[src/core/fpsl_pkg.sv]
// constants and types for the flash protection and security host controller
// Summary of operation
// - high-id-voltage on reset pin unprotects temporarily
// - id pin high voltage reads maker/device code
// - id pin high voltage, A1 high reads protect
// - enter sequence maps boot addresses onto security
// - lock: enter sequence then protect algorithm
// - host exits security region before main array
// - write only with ce, we low, oe high
package fpsl_pkg;
	// software register offsets
	localparam logic [3:0] REG_CTRL = 4'h0;
	localparam logic [3:0] REG_ADDR = 4'h1;
	localparam logic [3:0] REG_WDATA = 4'h2;
	localparam logic [3:0] REG_STATUS = 4'h3;
	localparam logic [3:0] REG_RDATA = 4'h4;
	// ctrl register bit positions
	localparam int CTRL_GO = 0;
	localparam int CTRL_RD = 1;
	localparam int CTRL_WP_LOW = 2;
	localparam int CTRL_RST_ID = 3;
	localparam int CTRL_A9_ID = 4;
	localparam int CTRL_CMD_LO = 8;
	// command codes written to ctrl bits 10:8
	localparam logic [2:0] CMD_RAW = 3'h0;
	localparam logic [2:0] CMD_ENTER_SEC = 3'h1;
	localparam logic [2:0] CMD_EXIT_SEC = 3'h2;
	localparam logic [2:0] CMD_RESET = 3'h3;
	localparam logic [2:0] CMD_ID_READ = 3'h4;
	// unlock sequence words (word mode)
	localparam logic [21:0] UNLOCK_A1 = 22'h000555;
	localparam logic [21:0] UNLOCK_A2 = 22'h0002AA;
	localparam logic [15:0] UNLOCK_D1 = 16'h00AA;
	localparam logic [15:0] UNLOCK_D2 = 16'h0055;
	localparam logic [15:0] DATA_ENTER = 16'h0088;
	localparam logic [15:0] DATA_IDSEL = 16'h0090;
	localparam logic [15:0] DATA_EXIT = 16'h0000;
	localparam logic [15:0] DATA_RESET = 16'h00F0;
	// status bit for security indicator readout
	localparam int SEC_IND_BIT = 7;
	// timing: strobe low pulse, comfortably above the glitch filter
	localparam int STROBE_NS = 100;
	localparam int CLK_NS = 50;
	localparam logic [3:0] STROBE_CYC =
		4'((STROBE_NS + CLK_NS - 1) / CLK_NS);
	// host sequencer states
	typedef enum logic [2:0] {
		FPSL_IDLE = 3'b000,
		FPSL_SETUP = 3'b001,
		FPSL_LOW = 3'b010,
		FPSL_HOLD = 3'b011,
		FPSL_NEXT = 3'b100
	} fpsl_state_t;
endpackage

[src/core/fpsl_host.sv]
// host controller driving the flash strobes, address, data and id voltages
`timescale 1ns/10ps
module fpsl_host (
	input wire logic sys_clk,
	input wire logic nrst,
	input wire logic [3:0] sw_addr,
	input wire logic [31:0] sw_wdata,
	input wire logic sw_wr,
	input wire logic sw_rd,
	output logic [31:0] sw_rdata,
	output logic [21:0] fl_addr,
	output logic [15:0] fl_dq_out,
	output logic fl_dq_oe_n,
	input wire logic [15:0] fl_dq_in,
	output logic fl_ce_n,
	output logic fl_oe_n,
	output logic fl_we_n,
	output logic fl_reset_n,
	output logic fl_reset_id,
	output logic fl_a9_id,
	output logic write_protect_accel_pin
);
	// software-visible control and pending transfer
	logic [10:0] ctrl_q, ctrl_d;
	logic [21:0] addr_q, addr_d;
	logic [15:0] wdata_q, wdata_d;
	logic [15:0] rdata_q, rdata_d;
	logic [31:0] rd_q, rd_d;
	logic in_sec_q, in_sec_d; // host belief of security mode
	logic sec_locked_q, sec_locked_d; // indicator bit seen as one
	// sequencer
	fpsl_pkg::fpsl_state_t st_q, st_d;
	logic [3:0] cnt_q, cnt_d;
	logic [2:0] step_q, step_d; // index in the command sequence
	logic [2:0] nsteps_q, nsteps_d;
	logic is_read_q, is_read_d;
	logic busy;
	logic [21:0] seq_addr;
	logic [15:0] seq_data;
	logic seq_read;

	assign busy = (st_q != fpsl_pkg::FPSL_IDLE);

	// pick address and data of the current step of the command
	always_comb begin
		seq_addr = addr_q;
		seq_data = wdata_q;
		seq_read = 1'b0;
		case (step_q)
			3'd0: begin
				// raw commands use the software word directly; reset writes F0 to the software address
				if (ctrl_q[10:8] != fpsl_pkg::CMD_RAW &&
					ctrl_q[10:8] != fpsl_pkg::CMD_RESET) begin
					seq_addr = fpsl_pkg::UNLOCK_A1;
					seq_data = fpsl_pkg::UNLOCK_D1;
				end else if (ctrl_q[10:8] == fpsl_pkg::CMD_RESET) begin
					seq_data = fpsl_pkg::DATA_RESET;
				end else begin
					seq_read = is_read_q;
				end
			end
			3'd1: begin
				seq_addr = fpsl_pkg::UNLOCK_A2;
				seq_data = fpsl_pkg::UNLOCK_D2;
			end
			3'd2: begin
				seq_addr = fpsl_pkg::UNLOCK_A1;
				seq_data = (ctrl_q[10:8] == fpsl_pkg::CMD_ENTER_SEC) ?
					fpsl_pkg::DATA_ENTER : fpsl_pkg::DATA_IDSEL;
			end
			3'd3: begin
				// exit writes 00, id read reads the given address
				if (ctrl_q[10:8] == fpsl_pkg::CMD_EXIT_SEC) begin
					seq_data = fpsl_pkg::DATA_EXIT;
				end else begin
					seq_read = 1'b1;
				end
			end
			default: begin
				seq_read = 1'b0;
			end
		endcase
	end

	// register file writes and sequencer next state
	always_comb begin
		ctrl_d = ctrl_q;
		addr_d = addr_q;
		wdata_d = wdata_q;
		rdata_d = rdata_q;
		in_sec_d = in_sec_q;
		sec_locked_d = sec_locked_q;
		st_d = st_q;
		cnt_d = cnt_q;
		step_d = step_q;
		nsteps_d = nsteps_q;
		is_read_d = is_read_q;
		// go bit self-clears; writes during a transfer are dropped
		ctrl_d[fpsl_pkg::CTRL_GO] = 1'b0;
		if (sw_wr && !busy) begin
			case (sw_addr)
				fpsl_pkg::REG_CTRL: ctrl_d = sw_wdata[10:0];
				fpsl_pkg::REG_ADDR: addr_d = sw_wdata[21:0];
				fpsl_pkg::REG_WDATA: wdata_d = sw_wdata[15:0];
				default: ;
			endcase
		end
		case (st_q)
			fpsl_pkg::FPSL_IDLE: begin
				if (ctrl_q[fpsl_pkg::CTRL_GO]) begin
					st_d = fpsl_pkg::FPSL_SETUP;
					step_d = 3'd0;
					is_read_d = ctrl_q[fpsl_pkg::CTRL_RD];
					case (ctrl_q[10:8])
						fpsl_pkg::CMD_ENTER_SEC: nsteps_d = 3'd3;
						fpsl_pkg::CMD_EXIT_SEC: nsteps_d = 3'd4;
						fpsl_pkg::CMD_ID_READ: nsteps_d = 3'd4;
						default: nsteps_d = 3'd1;
					endcase
				end
			end
			fpsl_pkg::FPSL_SETUP: begin
				// address stable before strobes fall
				st_d = fpsl_pkg::FPSL_LOW;
				cnt_d = fpsl_pkg::STROBE_CYC;
			end
			fpsl_pkg::FPSL_LOW: begin
				// strobe held well beyond the glitch window
				cnt_d = cnt_q - 4'h1;
				if (cnt_q == 4'h1) begin
					st_d = fpsl_pkg::FPSL_HOLD;
					if (seq_read) begin
						rdata_d = fl_dq_in;
						if (step_q == 3'd3) begin
							sec_locked_d = fl_dq_in[fpsl_pkg::SEC_IND_BIT];
						end
					end
				end
			end
			fpsl_pkg::FPSL_HOLD: begin
				st_d = fpsl_pkg::FPSL_NEXT;
			end
			fpsl_pkg::FPSL_NEXT: begin
				if (step_q + 3'd1 >= nsteps_q) begin
					st_d = fpsl_pkg::FPSL_IDLE;
					if (ctrl_q[10:8] == fpsl_pkg::CMD_ENTER_SEC) begin
						in_sec_d = 1'b1;
					end
					if (ctrl_q[10:8] == fpsl_pkg::CMD_EXIT_SEC ||
						ctrl_q[10:8] == fpsl_pkg::CMD_RESET) begin
						in_sec_d = 1'b0;
					end
				end else begin
					st_d = fpsl_pkg::FPSL_SETUP;
					step_d = step_q + 3'd1;
				end
			end
			default: st_d = fpsl_pkg::FPSL_IDLE;
		endcase
		// hardware reset pin low drops the device out of security mode
		if (ctrl_q[fpsl_pkg::CTRL_RST_ID] == 1'b0 && !fl_reset_n) begin
			in_sec_d = 1'b0;
		end
	end

	// read port: data one cycle after the strobe
	always_comb begin
		rd_d = 32'h00000000;
		if (sw_rd) begin
			case (sw_addr)
				fpsl_pkg::REG_CTRL: rd_d = {21'h000000, ctrl_q};
				fpsl_pkg::REG_ADDR: rd_d = {10'h000, addr_q};
				fpsl_pkg::REG_WDATA: rd_d = {16'h0000, wdata_q};
				fpsl_pkg::REG_STATUS:
					rd_d = {29'h00000000, sec_locked_q, in_sec_q, busy};
				fpsl_pkg::REG_RDATA: rd_d = {16'h0000, rdata_q};
				default: rd_d = 32'h00000000;
			endcase
		end
	end

	// all state registers except the pin outputs, which have their own block below
	always_ff @(posedge sys_clk) begin
		if (!nrst) begin
			ctrl_q <= 11'h000;
			addr_q <= 22'h000000;
			wdata_q <= 16'h0000;
			rdata_q <= 16'h0000;
			rd_q <= 32'h00000000;
			in_sec_q <= 1'b0;
			sec_locked_q <= 1'b0;
			st_q <= fpsl_pkg::FPSL_IDLE;
			cnt_q <= 4'h0;
			step_q <= 3'd0;
			nsteps_q <= 3'd1;
			is_read_q <= 1'b0;
		end else begin
			ctrl_q <= ctrl_d;
			addr_q <= addr_d;
			wdata_q <= wdata_d;
			rdata_q <= rdata_d;
			rd_q <= rd_d;
			in_sec_q <= in_sec_d;
			sec_locked_q <= sec_locked_d;
			st_q <= st_d;
			cnt_q <= cnt_d;
			step_q <= step_d;
			nsteps_q <= nsteps_d;
			is_read_q <= is_read_d;
		end
	end

	// pin outputs: strobes low only one cycle behind the low phase, oe held high on
	// writes so ce and we low never collide with an output drive
	logic low_ph;
	assign low_ph = (st_q == fpsl_pkg::FPSL_LOW);
	always_ff @(posedge sys_clk) begin
		if (!nrst) begin
			fl_ce_n <= 1'b1;
			fl_oe_n <= 1'b1;
			fl_we_n <= 1'b1;
			fl_addr <= 22'h000000;
			fl_dq_out <= 16'h0000;
			fl_dq_oe_n <= 1'b1;
		end else begin
			// strobes trail the low phase by one cycle so the address,
			// set up in the setup phase, settles before they fall
			fl_ce_n <= !low_ph;
			fl_we_n <= !(low_ph && !seq_read);
			fl_oe_n <= !(low_ph && seq_read);
			fl_addr <= seq_addr;
			fl_dq_out <= seq_data;
			fl_dq_oe_n <= !(st_d != fpsl_pkg::FPSL_IDLE && !seq_read);
		end
	end
	// level pins straight from the control register; reset pin tied high
	assign fl_reset_n = 1'b1;
	assign fl_reset_id = ctrl_q[fpsl_pkg::CTRL_RST_ID];
	assign fl_a9_id = ctrl_q[fpsl_pkg::CTRL_A9_ID];
	assign write_protect_accel_pin = !ctrl_q[fpsl_pkg::CTRL_WP_LOW];
	assign sw_rdata = rd_q;

	// checks
	strobe_excl_a: assert property (@(posedge sys_clk) disable iff (!nrst)
		!(!fl_we_n && !fl_oe_n)) else $error("we and oe low together");
	write_ce_a: assert property (@(posedge sys_clk) disable iff (!nrst)
		!fl_we_n |-> !fl_ce_n && fl_oe_n) else $error("bad write");
	pulse_len_a: assert property (@(posedge sys_clk) disable iff (!nrst)
		$fell(fl_ce_n) |-> !fl_ce_n [*2]) else $error("short pulse");
	addr_hold_a: assert property (@(posedge sys_clk) disable iff (!nrst)
		!fl_ce_n |-> $stable(fl_addr)) else $error("addr moved");
	data_hold_a: assert property (@(posedge sys_clk) disable iff (!nrst)
		$rose(fl_we_n) |-> $past(fl_dq_oe_n) == 1'b0)
		else $error("data not driven at rise");
	rd_delay_a: assert property (@(posedge sys_clk) disable iff (!nrst)
		sw_rd && sw_addr == fpsl_pkg::REG_CTRL |=>
		sw_rdata[10:0] == $past(ctrl_q)) else $error("read late");
	enter_sec_a: assert property (@(posedge sys_clk) disable iff (!nrst)
		st_q == fpsl_pkg::FPSL_NEXT && step_q == 3'd2 &&
		ctrl_q[10:8] == fpsl_pkg::CMD_ENTER_SEC |=> in_sec_q)
		else $error("security mode not set");
	wp_pin_a: assert property (@(posedge sys_clk) disable iff (!nrst)
		ctrl_q[fpsl_pkg::CTRL_WP_LOW] |-> !write_protect_accel_pin)
		else $error("wp not low");
	cov_write_c: cover property (@(posedge sys_clk) $rose(fl_we_n));
	cov_read_c: cover property (@(posedge sys_clk) $rose(fl_oe_n));
	cov_sec_c: cover property (@(posedge sys_clk) $rose(in_sec_q));
endmodule

[config.mk]
export PLATFORM = sky130hd
export DESIGN_NAME = fpsl_host
export DESIGN_NICKNAME = d
export VERILOG_FILES = /design/src/core/fpsl_pkg.sv /design/src/core/fpsl_host.sv
export SDC_FILE = /design/constraint.sdc
export NUM_CORES = 1
export LEC_CHECK = 0
export BUFFER_PORTS_ARGS = -buffer_cell sky130_fd_sc_hd__buf_2
export CORE_MARGIN = 1.5
export CORE_UTILIZATION = 43
export DETAILED_ROUTE_END_ITERATION = 6
export PLACE_DENSITY_LB_ADDON = 0.05
export SLEW_MARGIN = 30
export SYNTH_ARGS = -nofsm -noshare
export SYNTH_HDL_FRONTEND = slang
export SYNTH_SLANG_ARGS = --single-unit
[constraint.sdc]
create_clock -name sys_clk -period 4.15 [get_ports sys_clk]
set_input_delay 0.6225 -clock sys_clk [delete_from_list [all_inputs] [get_ports sys_clk]]
set_output_delay 0.6225 -clock sys_clk [all_outputs]
set_load 0.05 [all_outputs]
==> results.toml <==
[timing]
whs_ns = 0.445
tns_ns = 0
setup_slack_ns = 1.69
hold_viol = 0
tightest_slew_ns = 0.958
rsz0062_at_grt = "false"
fmaxAchievable_mhz = 406
min_period_ns = 2.46
finalSetupViolCount = 0
max-slew-margin-rel = 0.359
clock_skew_ns = 0.00598
period_share = 0.593
finalMaxSlewViolations = 0

[setup_path]
critical_path_required_ns = 4.49
path_cells = "inv_1 -> ha_1 -> nor4b_1 -> o211ai_1 -> nor2_4 -> mux2i_1"
cp_top_family = "simple AND/OR/NAND/NOR gates"
crit_fanout = 16
worstPathArrival_ns = 2.80
worst-path-buf-inv = 1
end_kind = "register"
critical_path.slowest_cell = "nor2_4"
critical-path-max-stage-delay_ns = 0.61
start_kind = "register"
critical_path_class = "reg2reg"

[clock_network]
holdBufCountCts = 0
cts_resized = 0
htree_levels = 4
insertion_delay_ns = 0.42
clk_pin_slew_worst_paths_ns = 0.06
cts_setup_buffers = 0
cts_buffers = 17
clockBufferDepth = 2
root_buffer = "clkbuf_16"
cts_tree = "done"
clkSinkCount = 145

[synth]
synth-edff-count = 0
ys.flop_type = "dfxtp_1"
ys_warn_count = 0
synthArstFlopShare = 0
ys_top_cells_by_area = "dfxtp_1, mux2i_1, nand2_1, a21oi_1, nor2_1"
yosysTopAreaCell = "dfxtp_1"
synth_seq_cells = 145
mappedNetlistArea_um2 = 5730
yosysSeqAreaShare = 0.507
synth.top_cell.area_share = 0.507
syn_avg_cell_area_um2 = 9.28
synthCells = 617
synth_cell_types = 60

[global_routing]
grt_max_degree = 60
first_global_vias = 4467
grt_antenna_before_repair = 1
grt_usage = 0.224
grt_pass1_wl_um = 24500
grt_overflow = 0

[placed_design]
io_buffers = 112
gp_congestion = 0.798
dp_slack_ns = 1.57
dp_hpwl_um = 10500

[floorplan]
die_h_um = 118
boundaryPins = 134
core-area_um2 = 12800
fp-row-count = 41
die_w_um = 118
start_util = 0.446
die_area_um2 = 14000

[hold_path]
hp-class = "in2reg"

[cells_and_area]
fin_nets = 782
drive_above_1_share = 0.226
layout_commonest_cell = "dfxtp_1"
layout_common_cells = "dfxtp_1, buf_2, nand2_1"
area_growth_pct = 20.5

[run]
cap_violations = 0

[power]
power_w = 0.00297
power.leakage_nw = 3.02
peakVddDrop_uv = 241
p_per_area_nw_per_um2 = 430

[routing]
vias_per_cell = 5.18
routed_wl_um = 15200
detail-route-antenna-nets = 0
wl_per_cell_um = 16.8
drtIter0Drc = 329
drc = 0
drt_pass1_iterations = 5
vias = 4674

[run_status]
outcome = "complete, no violations"
==> metal layers <==
metal  GRT usage  part of all wire  vias to the layer above
li1            -                 -                     2308
met1       0.323              0.48                     2157
met2       0.328              0.43                      196
met3      0.0487             0.071                       13
met4      0.0821             0.011                        0
met5           0                 0                        -
==> registers in the layout (all words and copies together) (netlist names), 3 cells and up <==
register / flops
cnt_q: 4
fl_addr: 22
rdata_q: 16
st_q: 3
addr_q: 22
sw_rdata: 22
nsteps_q: 3
wdata_q: 16
step_q: 3
fl_dq_out: 16
ctrl_q: 11
==> power breakdown <==
group | internal [W] | switching [W]
Clock | 0.000823 | 0.000587
Combinational | 0.0000403 | 0.000108
Sequential | 0.00140 | 0.00000892
==> worst min-delay path, cell delays in order <==
cell and delay [ns]:
buf_2 0.09, nand2_1 0.04, mux2i_1 0.05
==> final cells by class <==
cell class / count / area [um^2]
Timing Repair Buffer: 119 / 613
Tap cell: 172 / 215
Clock inverter: 13 / 111
Antenna cell: 1 / 2.50
Sequential cell: 145 / 2900
Multi-Input combinational cell: 419 / 2570
Fill cell: 1243 / 5920
Inverter: 14 / 52.6
Clock buffer: 19 / 433
==> cells in the mapped netlist (all sizes together), types with 3 or more instances <==
library cell    n
nand2         109
nor3            5
nor2           50
ha             10
nor4b           6
or3             4
dfxtp         145
inv            14
clkbuf         25
and2           16
nand3           7
and3           13
o21ai          13
mux2i          46
a222oi         16
a22o            3
buf            23
nor2b           9
a21oi          62
==> through the flow <==
stage	std cells	utilization	instance area, um^2
CTS	901	0.537	6890
global route	901	0.538	6900
global placement	869	0.495	6340
finish	902	0.538	6900
floorplan	626	-	5760
detailed placement	869	0.495	6340
==> final timing paths <==
| check | startpoint | to | slack [ns] | depth (start not counted) |
|---|---|---|---|---|
| max | step_q[0]$_SDFFE_PN0P_ | rdata_q[4]$_SDFFE_PN0P_ | 1.69 | 6 |
| min | fl_dq_in[10] | rdata_q[10]$_SDFFE_PN0P_ | 0.44 | 3 |
| max reg2reg | step_q[0]$_SDFFE_PN0P_ | rdata_q[4]$_SDFFE_PN0P_ | 1.69 | 6 |
| min reg2reg | is_read_q$_SDFFE_PN0P_ | is_read_q$_SDFFE_PN0P_ | 0.46 | 2 |
==> cells by family (layout without fill, tap and decap cells) <==
| logic type | Yosys count | after routing | share of synthesized area |
|---|---|---|---|
| multiplexers | 47 | 47 | 0.0824 |
| XOR/XNOR | 3 | 3 | 0.00459 |
| buffers and inverters | 62 | 165 | 0.0544 |
| AND/OR/NAND/NOR | 233 | 233 | 0.199 |
| other | 2 | 12 | 0.00131 |
| flip-flops | 145 | 145 | 0.507 |
| adder cells (fa/ha/maj) | 10 | 10 | 0.0219 |
| AO/OA/AOI/OAI | 115 | 115 | 0.130 |
(Power assumes the default switching activity.)
